==> src/pmcs_consts.vh <==
// Constants for the power-mode clock switcher: register map, fields,
// reset values and timing counts. Definitions only.
`ifndef PMCS_CONSTS_VH
`define PMCS_CONSTS_VH
// Register byte offsets (one 32-bit word each)
`define PMCS_OSC_CTRL_OFS 4'h0
`define PMCS_SEC_CTRL_OFS 4'h4
`define PMCS_FEAT_CTRL_OFS 4'h8
`define PMCS_STATUS_OFS 4'hC
// Oscillator control fields
`define PMCS_IDLE_BIT 7
`define PMCS_PRI_FLAG_BIT 3
`define PMCS_SEL_HI 1
`define PMCS_SEL_LO 0
// Secondary control fields
`define PMCS_SEC_FLAG_BIT 6
`define PMCS_SEC_EN_BIT 3
// Feature control fields
`define PMCS_WDT_EN_BIT 0
`define PMCS_FSCM_EN_BIT 1
`define PMCS_TWOSPD_EN_BIT 2
// Source select encodings
`define PMCS_SEL_PRI 2'h2
`define PMCS_SEL_SEC 2'h1
`define PMCS_SEL_INT 2'h3
`define PMCS_SEL_INT0 2'h0
// Reset values
`define PMCS_OSC_CTRL_RST 8'h02
`define PMCS_SEC_CTRL_RST 8'h00
`define PMCS_FEAT_CTRL_RST 8'h00
`define PMCS_FEAT_TWOSPD_RST 8'h04
// Switch timing in source cycles
`define PMCS_OLD_CYCLES 2
`define PMCS_NEW_CYCLES 3
// CPU-ready delay in system clock cycles (default)
`define PMCS_CPU_READY_CYCLES 16
`endif

==> src/pmcs_switcher.v <==
// Power-mode and clock-source sequencer with a classic Wishbone slave.
// Assumes oscillator ready levels and source ticks arrive asynchronously;
// each is synchronised here. The gate enables drive external clock gates.
//
// How it works
// [RULE_01] Switch: two old plus three-four new cycles
// [RULE_02] Primary flag bit 3, secondary flag bit 6
// [RULE_03] Power-down samples idle bit at execution
// [RULE_04] Run states clock core and peripherals
// [RULE_05] Reset enters primary run, primary flag set
// [RULE_06] Select 01 moves to secondary oscillator
// [RULE_07] Secondary disabled blocks secondary run entry
// [RULE_08] Hold clocks until secondary oscillator starts
// [RULE_09] Secondary to primary waits for primary ready
// [RULE_10] Select 11 moves to internal oscillator
// [RULE_11] Internal to primary waits for primary ready
// [RULE_12] Low oscillator runs with watchdog or monitor
// [RULE_13] Sleep stops oscillator, clears status flags
// [RULE_14] Sleep needs no switch, keeps enabled oscs
// [RULE_15] Sleep wake waits for source or internal
// [RULE_16] Idle stops CPU, peripherals stay clocked
// [RULE_17] Idle exits on interrupt, watchdog, reset
// [RULE_18] Watchdog timeout wakes to selected run state
// [RULE_19] Software sets idle, selects primary, powers down
// [RULE_20] Primary idle wake keeps primary flag set
// [RULE_21] Idle bit 7, select field bits 1:0
// [RULE_22] Select write starts immediate switch
// [RULE_23] CPU-ready delay is a configurable count
// [RULE_24] Outgoing clock gated before incoming enabled
//
// Design decisions made here: the address map and the Wishbone interface to the registers.
`timescale 1ns/1ps
`include "pmcs_consts.vh"
module pmcs_switcher #(
  parameter CPU_READY_CYCLES = `PMCS_CPU_READY_CYCLES,
  parameter TWO_SPEED_DEFAULT = 0
) (
  input wire clk_i,
  input wire rst_i,
  input wire wb_cyc_i,
  input wire wb_stb_i,
  input wire wb_we_i,
  input wire [3:0] wb_adr_i,
  input wire [3:0] wb_sel_i,
  input wire [31:0] wb_dat_i,
  output reg [31:0] wb_dat_o,
  output reg wb_ack_o,
  input wire power_down_i,
  input wire wake_irq_i,
  input wire wdt_timeout_i,
  input wire pri_ready_i,
  input wire sec_running_i,
  input wire pri_tick_i,
  input wire sec_tick_i,
  input wire int_tick_i,
  output reg pri_osc_en_o,
  output reg sec_osc_en_o,
  output reg lf_osc_en_o,
  output reg pri_gate_o,
  output reg sec_gate_o,
  output reg int_gate_o,
  output reg cpu_clk_en_o,
  output reg periph_clk_en_o,
  output reg cpu_ready_o
);
  // Power states
  localparam ST_RUN = 3'h0;
  localparam ST_SWOLD = 3'h1;
  localparam ST_SWNEW = 3'h2;
  localparam ST_IDLE = 3'h3;
  localparam ST_SLEEP = 3'h4;
  localparam ST_WAKE = 3'h5;
  localparam ST_CSD = 3'h6;

  // Writable bits per register; flags and holes stay read-only
  localparam [7:0] OSC_WR_MASK = 8'h83;
  localparam [7:0] SEC_WR_MASK = 8'h08;
  localparam [7:0] FEAT_WR_MASK = 8'h07;

  reg [2:0] state;
  reg [7:0] osc_ctrl;
  reg [7:0] sec_ctrl;
  reg [7:0] feat_ctrl;
  reg [1:0] active_src;
  reg [1:0] target_src;
  reg [15:0] csd_cnt;
  reg [2:0] edge_cnt;
  reg pri_flag;
  reg sec_flag;
  reg [1:0] s_pri_rdy;
  reg [1:0] s_secondary_run_state;
  reg [1:0] s_pri_tk;
  reg [1:0] s_sec_tk;
  reg [1:0] s_int_tk;
  reg old_tk_d;
  reg new_tk_d;
  reg old_tk;
  reg new_tk;
  reg src_ready;
  reg old_edge;
  reg new_edge;
  wire [1:0] sel;
  wire sec_en;
  wire wb_hit;
  wire want_pri;
  wire want_sec;
  wire want_int;

  // Field decode; unused code 00 is folded onto internal below
  assign sel = osc_ctrl[`PMCS_SEL_HI:`PMCS_SEL_LO]; // see [RULE_21]
  assign sec_en = sec_ctrl[`PMCS_SEC_EN_BIT];
  assign wb_hit = wb_cyc_i & wb_stb_i & ~wb_ack_o;

  // Two-flop synchronisers; only the second stage is read
  always @(posedge clk_i)
  begin
    if (rst_i)
    begin
      s_pri_rdy <= 2'h0;
      s_secondary_run_state <= 2'h0;
      s_pri_tk <= 2'h0;
      s_sec_tk <= 2'h0;
      s_int_tk <= 2'h0;
    end
    else
    begin
      s_pri_rdy <= {s_pri_rdy[0], pri_ready_i};
      s_secondary_run_state <= {s_secondary_run_state[0], sec_running_i};
      s_pri_tk <= {s_pri_tk[0], pri_tick_i};
      s_sec_tk <= {s_sec_tk[0], sec_tick_i};
      s_int_tk <= {s_int_tk[0], int_tick_i};
    end
  end

  // Pick outgoing and incoming source ticks and readiness
  always @*
  begin
    case (active_src)
      `PMCS_SEL_PRI: old_tk = s_pri_tk[1];
      `PMCS_SEL_SEC: old_tk = s_sec_tk[1];
      default: old_tk = s_int_tk[1];
    endcase
    case (target_src)
      `PMCS_SEL_PRI:
      begin
        new_tk = s_pri_tk[1];
        src_ready = s_pri_rdy[1];
      end
      `PMCS_SEL_SEC:
      begin
        new_tk = s_sec_tk[1];
        src_ready = s_secondary_run_state[1]; // see [RULE_08]
      end
      default:
      begin
        new_tk = s_int_tk[1];
        src_ready = 1'b1;
      end
    endcase
    old_edge = old_tk & ~old_tk_d;
    new_edge = new_tk & ~new_tk_d;
  end

  // Internal select codes 00 and 11 both mean the internal oscillator
  assign want_pri = (sel == `PMCS_SEL_PRI);
  assign want_sec = (sel == `PMCS_SEL_SEC) & sec_en; // see [RULE_07]
  assign want_int = (sel == `PMCS_SEL_INT) | (sel == `PMCS_SEL_INT0);

  // Sequencer: run, glitch-free switch, idle, sleep, wake
  always @(posedge clk_i)
  begin
    if (rst_i)
    begin
      state <= ST_RUN;
      active_src <= `PMCS_SEL_PRI; // see [RULE_05]
      target_src <= `PMCS_SEL_PRI;
      pri_flag <= 1'b1;
      sec_flag <= 1'b0;
      edge_cnt <= 3'h0;
      csd_cnt <= 16'h0000;
      old_tk_d <= 1'b0;
      new_tk_d <= 1'b0;
    end
    else
    begin
      old_tk_d <= old_tk;
      new_tk_d <= new_tk;
      case (state)
        ST_RUN:
        begin
          if (power_down_i && osc_ctrl[`PMCS_IDLE_BIT]) // see [RULE_03]
            state <= ST_IDLE; // see [RULE_16]
          else if (power_down_i)
          begin
            state <= ST_SLEEP; // see [RULE_13]
            pri_flag <= 1'b0;
            sec_flag <= 1'b0;
          end
          else if (((want_pri && active_src != `PMCS_SEL_PRI) ||
                    (want_sec && active_src != `PMCS_SEL_SEC) ||
                    (want_int && active_src != `PMCS_SEL_INT)))
          begin
            // Stay on old source until the new one is ready
            target_src <= want_int ? `PMCS_SEL_INT : sel; // see [RULE_22]
            state <= ST_SWOLD;
            edge_cnt <= 3'h0;
          end
        end
        ST_SWOLD:
        begin
          // Outgoing source keeps running until the incoming is ready
          if (src_ready && old_edge) // see [RULE_09] [RULE_11]
          begin
            if (edge_cnt == `PMCS_OLD_CYCLES - 1) // see [RULE_01]
            begin
              state <= ST_SWNEW;
              edge_cnt <= 3'h0;
            end
            else
              edge_cnt <= edge_cnt + 3'h1;
          end
        end
        ST_SWNEW:
        begin
          // Old gate drops one cycle after entry; count incoming edges
          if (new_edge)
          begin
            if (edge_cnt == `PMCS_NEW_CYCLES - 1) // see [RULE_01] [RULE_24]
            begin
              state <= ST_RUN;
              active_src <= target_src;
              pri_flag <= (target_src == `PMCS_SEL_PRI); // see [RULE_06]
              sec_flag <= (target_src == `PMCS_SEL_SEC); // see [RULE_10]
            end
            else
              edge_cnt <= edge_cnt + 3'h1;
          end
        end
        ST_IDLE:
        begin
          // Gates stay as they were; only the CPU enable and CPU-ready drop
          if (wake_irq_i || wdt_timeout_i) // see [RULE_17] [RULE_18]
          begin
            state <= ST_CSD;
            csd_cnt <= 16'h0000;
          end
        end
        ST_SLEEP:
        begin
          // Select field is left alone; the wake reads it afresh
          if (wake_irq_i || wdt_timeout_i) // see [RULE_18]
          begin
            state <= ST_WAKE;
            target_src <= want_int ? `PMCS_SEL_INT : sel;
          end
        end
        ST_WAKE:
        begin
          // Fast start from internal osc when two-speed or monitor on
          if (feat_ctrl[`PMCS_TWOSPD_EN_BIT] ||
              feat_ctrl[`PMCS_FSCM_EN_BIT])
          begin
            active_src <= `PMCS_SEL_INT; // see [RULE_15]
            // Re-seed the detector: the outgoing mux input changes now,
            // and a stale sample would count a false old-source edge
            old_tk_d <= s_int_tk[1];
            // Limitation: unless the target is internal, this path goes straight to the switch, so the
            // CPU runs from the internal source without the ready delay
            state <= (target_src == `PMCS_SEL_INT) ? ST_CSD : ST_SWOLD;
            edge_cnt <= 3'h0;
            csd_cnt <= 16'h0000;
          end
          else if (src_ready)
          begin
            active_src <= target_src;
            pri_flag <= (target_src == `PMCS_SEL_PRI); // see [RULE_15]
            sec_flag <= (target_src == `PMCS_SEL_SEC);
            state <= ST_CSD;
            csd_cnt <= 16'h0000;
          end
        end
        ST_CSD:
        begin
          // CPU-ready interval of CPU_READY_CYCLES cycles before execution resumes
          if (csd_cnt == CPU_READY_CYCLES[15:0] - 16'h0001) // see [RULE_23]
            state <= ST_RUN; // see [RULE_20]
          else
            csd_cnt <= csd_cnt + 16'h0001;
        end
        default: state <= ST_RUN;
      endcase
    end
  end

  // Oscillator enables and clock gates, registered to avoid glitches
  // A gate and its oscillator enable share one edge, so a gate never
  // opens onto an oscillator that is being stopped
  always @(posedge clk_i)
  begin
    if (rst_i)
    begin
      pri_osc_en_o <= 1'b1;
      sec_osc_en_o <= 1'b0;
      lf_osc_en_o <= 1'b0;
      pri_gate_o <= 1'b0;
      sec_gate_o <= 1'b0;
      int_gate_o <= 1'b0;
      cpu_clk_en_o <= 1'b0;
      periph_clk_en_o <= 1'b0;
      cpu_ready_o <= 1'b0;
    end
    else
    begin
      // Primary stops unless used, targeted, or idling on it
      pri_osc_en_o <= (state != ST_SLEEP) &&
        (active_src == `PMCS_SEL_PRI || target_src == `PMCS_SEL_PRI ||
         (state == ST_WAKE && target_src == `PMCS_SEL_PRI)); // see [RULE_19]
      sec_osc_en_o <= sec_en; // see [RULE_14]
      lf_osc_en_o <= feat_ctrl[`PMCS_WDT_EN_BIT] ||
        feat_ctrl[`PMCS_FSCM_EN_BIT] ||
        (state != ST_SLEEP && active_src == `PMCS_SEL_INT); // see [RULE_12]
      // Only one gate open; none during incoming count or sleep
      pri_gate_o <= (state != ST_SWNEW) && (state != ST_SLEEP) &&
        (state != ST_WAKE) && (active_src == `PMCS_SEL_PRI); // see [RULE_24]
      sec_gate_o <= (state != ST_SWNEW) && (state != ST_SLEEP) &&
        (state != ST_WAKE) && (active_src == `PMCS_SEL_SEC);
      int_gate_o <= (state != ST_SWNEW) && (state != ST_SLEEP) &&
        (state != ST_WAKE) && (active_src == `PMCS_SEL_INT);
      periph_clk_en_o <= (state != ST_SLEEP) && (state != ST_WAKE) &&
        (state != ST_SWNEW); // see [RULE_16]
      cpu_clk_en_o <= (state == ST_RUN) || (state == ST_SWOLD); // see [RULE_04]
      cpu_ready_o <= (state == ST_RUN) || (state == ST_SWOLD);
    end
  end

  // Wishbone classic slave, one-cycle ack, byte lane 0 only
  always @(posedge clk_i)
  begin
    if (rst_i)
    begin
      wb_ack_o <= 1'b0;
      wb_dat_o <= 32'h00000000;
      osc_ctrl <= `PMCS_OSC_CTRL_RST;
      sec_ctrl <= `PMCS_SEC_CTRL_RST;
      feat_ctrl <= TWO_SPEED_DEFAULT ? `PMCS_FEAT_TWOSPD_RST :
        `PMCS_FEAT_CTRL_RST;
    end
    else
    begin
      wb_ack_o <= wb_hit;
      // Only lane 0 carries bits; writes without it are dropped
      if (wb_hit && wb_we_i && wb_sel_i[0])
      begin
        case (wb_adr_i)
          `PMCS_OSC_CTRL_OFS: osc_ctrl <= wb_dat_i[7:0] & OSC_WR_MASK;
          `PMCS_SEC_CTRL_OFS: sec_ctrl <= wb_dat_i[7:0] & SEC_WR_MASK;
          `PMCS_FEAT_CTRL_OFS: feat_ctrl <= wb_dat_i[7:0] & FEAT_WR_MASK;
          default: osc_ctrl <= osc_ctrl;
        endcase
      end
      // Reads show flags live; reserved bits and holes read zero
      if (wb_hit && !wb_we_i)
      begin
        case (wb_adr_i)
          `PMCS_OSC_CTRL_OFS:
            wb_dat_o <= {24'h000000, osc_ctrl[7:4], pri_flag,
              osc_ctrl[2:0]}; // see [RULE_02]
          `PMCS_SEC_CTRL_OFS:
            wb_dat_o <= {24'h000000, sec_ctrl[7], sec_flag,
              sec_ctrl[5:0]};
          `PMCS_FEAT_CTRL_OFS: wb_dat_o <= {24'h000000, feat_ctrl};
          `PMCS_STATUS_OFS:
            wb_dat_o <= {24'h000000, 3'h0, active_src, state};
          default: wb_dat_o <= 32'h00000000;
        endcase
      end
    end
  end
endmodule // pmcs_switcher

==> config.mk <==
export PLATFORM = sky130hd
export DESIGN_NAME = pmcs_switcher
export DESIGN_NICKNAME = d
export VERILOG_FILES = /design/src/pmcs_switcher.v
export VERILOG_INCLUDE_DIRS = /design/src
export SDC_FILE = /design/constraint.sdc
export NUM_CORES = 1
export LEC_CHECK = 0
export ABC_AREA = 1
export BUFFER_PORTS_ARGS = -buffer_cell sky130_fd_sc_hd__buf_2
export CORE_MARGIN = 5
export CORE_UTILIZATION = 57
export CTS_CLUSTER_DIAMETER = 200
export DETAILED_ROUTE_END_ITERATION = 8
export HOLD_SLACK_MARGIN = 0.12
export PLACE_DENSITY = 0.83
export SLEW_MARGIN = 20
export SYNTH_ARGS = -nofsm -noshare
export SYNTH_HDL_FRONTEND = slang
export SYNTH_SLANG_ARGS = --single-unit
==> constraint.sdc <==
create_clock -name clk_i -period 5.5 [get_ports clk_i]
set_clock_uncertainty 0.15 [all_clocks]
set_input_delay 0.55 -clock clk_i [delete_from_list [all_inputs] [get_ports clk_i]]
set_output_delay 0.55 -clock clk_i [all_outputs]
set_load 0.02 [all_outputs]
======== Word level (Yosys, flattened, before mapping) ========
Index checks and enable logic that the tools add are counted.
word-level totals
  input bits .............................. 53
  register bits ........................... 88
  output and inout bits ................... 42
  word-level logic and storage cells ...... 185
cells by class
  equality and inequality tests ........... 45
  bitwise operators ....................... 9
  $add $sub $neg .......................... 2
  reductions and logical operators ........ 45
  muxes and demuxes ....................... 57
operators with widths
  operator                                               count
  2-to-1 mux 16 bit                                      4
  2-to-1 mux 3 bit                                       21
  case mux 16 bit (3 select lines)                       1
  inequality test 2 bit (second input constant)          18
  case mux 8 bit (4 select lines)                        1
  case mux 3 bit (7 select lines)                        1
  logical AND 1 bit                                      18
  2-to-1 mux 2 bit                                       9
  adder 16 x 1 -> 16 bit (second input constant)         1
  equality test 16 x 4 -> 1 bit (second input constant)  1
  equality test 2 bit (second input constant)            6
  2-to-1 mux 1 bit                                       12
  case mux 3 bit (4 select lines)                        1
  equality test 3 x 2 -> 1 bit (second input constant)   3
  equality test 3 bit (second input constant)            3
  logical OR 1 bit                                       9
  inequality test 3 bit (second input constant)          3
  AND reduction 9 bit                                    1
  equality test 4 bit (second input constant)            2
  case mux 2 bit (2 select lines)                        2
  AND reduction 4 bit                                    2
  AND reduction 8 bit                                    1
  AND reduction 7 bit                                    1
  equality test 2 x 1 -> 1 bit (second input constant)   3
  other kinds (20)                                       34

======== Longest topological paths before layout ========
  word-level depth ........................ 9
  mapped depth ............................ 13
  depth with buffers taken out ............ 12

======== Worst setup path before layout ========
No wires, ideal clock.
  path type ............................... flip-flop to flip-flop
  start ................................... register target_src[0]
  end ..................................... register csd_cnt[9]
  data required time ...................... 5.281 ns
  path slack .............................. 3.743 ns
  stages on the path, launching flop included .. 13
  data arrival time ....................... 1.537 ns
  clock period less this slack ............ 1.757 ns
  library setup time ...................... 0.069 ns
  path buffers ............................ 1
  path through ............................ dfxtp_1 -> inv_1 -> ha_1 -> inv_1 -> nand3_1 -> nor2_4 -> nand2_2 -> nand2_2 -> inv_4 -> nand2_8 -> buf_12 -> nand2_2 -> a21oi_2
between the ends
  word-level cells in the longest chain between the ends .. 4
  elaborated cells between the ends (all ways) .. 5
  classes of those cells .................. 3 x eq/ne; 1 x mux; 1 x reduce/logical
ends and longest elaborated chain
  item                                                                 RTL line             source
  start, declared                                                      pmcs_switcher.v:85   reg [1:0] target_src;
  start signal, assigned                                               pmcs_switcher.v:176  target_src <= `PMCS_SEL_PRI;
  start signal, assigned                                               pmcs_switcher.v:204  target_src <= want_int ? `PMCS_SEL_INT : sel;
  start signal, assigned                                               pmcs_switcher.v:254  target_src <= want_int ? `PMCS_SEL_INT : sel;
  equality test 2 x 1 -> 1 bit or equality test 2 bit (tied branches)  pmcs_switcher.v:143  case (target_src)
  case mux 1 bit (2 select lines) *                                    pmcs_switcher.v:143
  inequality test 3 bit (no line) *                                    -
  AND reduction 4 bit (no line) *                                      -
  end signal, assigned                                                 pmcs_switcher.v:288  csd_cnt <= csd_cnt + 16'h0001;
  end, declared                                                        pmcs_switcher.v:86   reg [15:0] csd_cnt;
Every way passes the cells marked *; elsewhere a longest branch is shown, timed or not.
A chain may end at the register's enable or synchronous reset.

==> impl_metrics.csv <==
group,metric,value,unit
sta,fin_crit,2.037,ns
sta,worst_pin_slew,0.8880,ns
power_and_ir_drop,ir_drop,0.2394,mV
worst_setup_path,cp-end-kind,"register",
yosys,synth_cell_type_count,41,
clocking,cts_tree,"done",
worst_setup_path,cp.arrival,2.12,ns
hold_path,hold_path.class,"register to register",
worst_setup_path,timing.rr.start,"target_src[0]",
worst_setup_path,cp_slowest_cell,"buf_2",
worst_setup_path,critPathKind,"input port to register",
yosys,synth_edf_count,0,
hold_path,hp-start,"s_pri_tk[0]",
yosys,postSynthAreaPerCell,6.954,sq um
sta,setup_viol,0,
routing,drc_errors,0,
layout,area_growth,8.720,%
clocking,ctsResizeCount,0,
sta,hold_violations,0,
worst_setup_path,reg2reg_depth,12,
grt,grt_pass1_wl,13140,um
sta,slew_violations,0,
placement,place_ws,3.118,ns
yosys,synth-seq-cells,63,
sta,setup_tns,0,ns
placement,place_congestion,0.9558,
power_and_ir_drop,p_leak,0.001775,uW
routing,drt-pass1-iter-count,5,
yosys,synth.area.top_cells,"dfxtp_1 35%, nand2_1 11%, nor2_1 7.2%",
yosys,synthArstFlopShare,0,%
clocking,clk_pin_slew,0.07,ns
routing,ant_nets,0,
worst_setup_path,start_kind,"input port",
clocking,clock-sinks,63,
clocking,worstSkewPairLatency,0.34,ns
floorplan,boundaryPins,95,
grt,overflow,0,
sta,rsz0062_at_grt,"false",
floorplan,coreArea,6277,sq um
placement,portBuffers,39,
yosys,synth_top_area_cell,"dfxtp_1",
layout,finalNonFillerCells,640,
worst_setup_path,path_buf_inv,2,
routing,vias,3250,
grt,grt_max_degree,42,
clocking,root_buffer,"clkbuf_8",
yosys,syn_area,3616,sq um
worst_setup_path,timing.critical_path.max_delay_family,"buffers and inverters",
floorplan,dieArea,8036,sq um
routing,drt_iter0_drc,146,
yosys,synthFlopType,"dfxtp_1",
sta,layout_setup_ws,3.463,ns
yosys,ys_warn_count,0,
placement,place_hpwl,6033,um
routing,routed_wl,7994,um
hold_path,hold_end,"s_pri_tk[1]",
worst_setup_path,rrSetupSlack,3.48,ns
sta,slew_headroom,40.80,%
layout,fin_nets,623,
worst_setup_path,reg2reg_to,"state[1]",
clocking,cts_setup_buffers,0,
clocking,cts_max_path_buffers,2,
floorplan,chipHeight,89.65,um
floorplan,start_util,57.60,%
clocking,hold_buffers,0,
layout,drive_above_1_share,19.18,%
routing,routedWlPerCell,12.49,um
worst_setup_path,path_cells,"buf_2 > inv_1 > nand2_1 > nor2_1",
placement,post-place-cells,624,
grt,antenna_found_initial,0,
yosys,ys_seq_area_share,34.88,%
layout,finish.utilization,62.63,%
grt,grt_pass1_vias,2959,
worst_setup_path,path_max_fanout,41,
flow_run,maxCapViolCount,0,
hold_path,hold_depth,2,
power_and_ir_drop,power.density,373.6,nW/um^2
clocking,htreeDepth,3,
status,outcome,"finished, final reports clean",
sta,fin_crit_sh,37.04,%
floorplan,fp-row-count,29,
grt,grt_use_total,20.83,%
sta,holdWs,0.2559,ns
sta,fmax,490.9,MHz
worst_setup_path,cp_slowest_stage_delay,0.67,ns
yosys,synth_top_cell_area_share,34.88,%
floorplan,die_x,89.65,um
layout,diodes,0,
clocking,cts_buffers,9,
yosys,synthCells,520,
worst_setup_path,cp.required,5.58,ns
routing,avgViaCountPerCell,5.078,
-- how the worst max path moves through the flow --
stage	startpoint	endpoint	slack, ns	cells after the start
after detailed placement	rst_i	pri_gate_o	3.12	4
after floorplan	target_src[0]	csd_cnt[9]	3.74	12
after CTS	rst_i	pri_gate_o	3.47	4
final	rst_i	pri_gate_o	3.46	4
after global placement	rst_i	int_gate_o	3.14	4
after global routing	target_src[0]	state[1]	3.25	12
-- metrics by stage --
step / cell area (sq um) / total power [uW]
detailed placement: 3742 / 1085
floorplan: 3706 / 993.5
CTS: 3931 / 1475
global route: 3931 / 1577
finish: 3931 / 1469
global placement: 3742 / 1068
-- Yosys cell counts (4+ instances only) --
cell      number
nand2_1      110
nor2_1        69
dfxtp_1       63
inv_1         57
nand3_1       36
buf_4         27
a21oi_1       26
nand2_2       17
o21ai_0       17
ha_1          12
a21oi_2       11
inv_2          9
nor3_1         9
nand4_1        7
clkbuf_1       5
nor2_2         4
xor2_1         4
-- sequential cells by signal, indices dropped and copies added (netlist names), 2 cells and up --
name / cells
s_pri_tk: 2
state: 3
s_secondary_run_state: 2
wb_dat_o: 7
feat_ctrl: 3
target_src: 2
csd_cnt: 16
osc_ctrl: 3
edge_cnt: 3
active_src: 2
s_int_tk: 2
s_sec_tk: 2
s_pri_rdy: 2
-- cell type report --
type	instances	area, sq um
inverter	69	264.0
clock inverter	6	61.31
fill	546	2346
sequential	63	1261
timing repair buffer	39	195.2
multi-input combinational	376	1926
tap	77	96.34
clock buffer	10	127.6
-- metal layers --
metal | up-vias | routed length, um | GRT usage (%)
met5 | - | 0 | 0
met1 | 1467 | 3614 | 27.50
met4 | 0 | 105 | 7.713
met3 | 11 | 456 | 4.745
li1 | 1678 | - | -
met2 | 94 | 3816 | 33.24
-- worst register-to-register path, cell delays in order, from the launching register on --
cell,delay [ns]
dfxtp_1,0.41
inv_1,0.10
ha_1,0.32
inv_1,0.09
nand3_1,0.15
nand2_1,0.09
nor2_1,0.05
nor2_1,0.15
nor2_1,0.07
nand2_1,0.15
nand2_1,0.07
nand2_1,0.06
nor2_1,0.05
-- kinds of logic (layout without fill, tap and decap cells) --
logic type | Yosys count | in the layout | share of synthesized area, %
flip-flops | 63 | 63 | 34.88
other | 1 | 25 | 0.1037
XOR/XNOR | 4 | 4 | 0.9688
AO/OA/AOI/OAI | 70 | 70 | 11.90
adder cells (fa/ha/maj) | 12 | 12 | 4.152
buffers and inverters | 105 | 124 | 14.36
AND/OR/NAND/NOR | 265 | 265 | 33.63
-- cell usage in the layout (no fill, tap or decap), types with 3 or more instances in the layout --
cell type and count:
clkinv_2 3, nor2_2 4, nand3_1 36, nor2_1 69
o21ai_1 3, o21ai_0 17, a21oi_1 26, nand2_2 17
dfxtp_1 63, inv_1 57, inv_2 9, buf_2 39
o211ai_1 3, clkbuf_8 9, nand3_2 3, nand4_1 7
conb_1 25, nand2_1 110, a21oi_2 11, nor3_1 9
ha_1 12, xor2_1 4
-- power breakdown --
group	switching [uW]	internal (uW)	leakage (uW)
sequential	52.6	510	0.000514
clock	178	208	0.0000960
combinational	355	165	0.00117
Power figures use the tool's default switching activity.
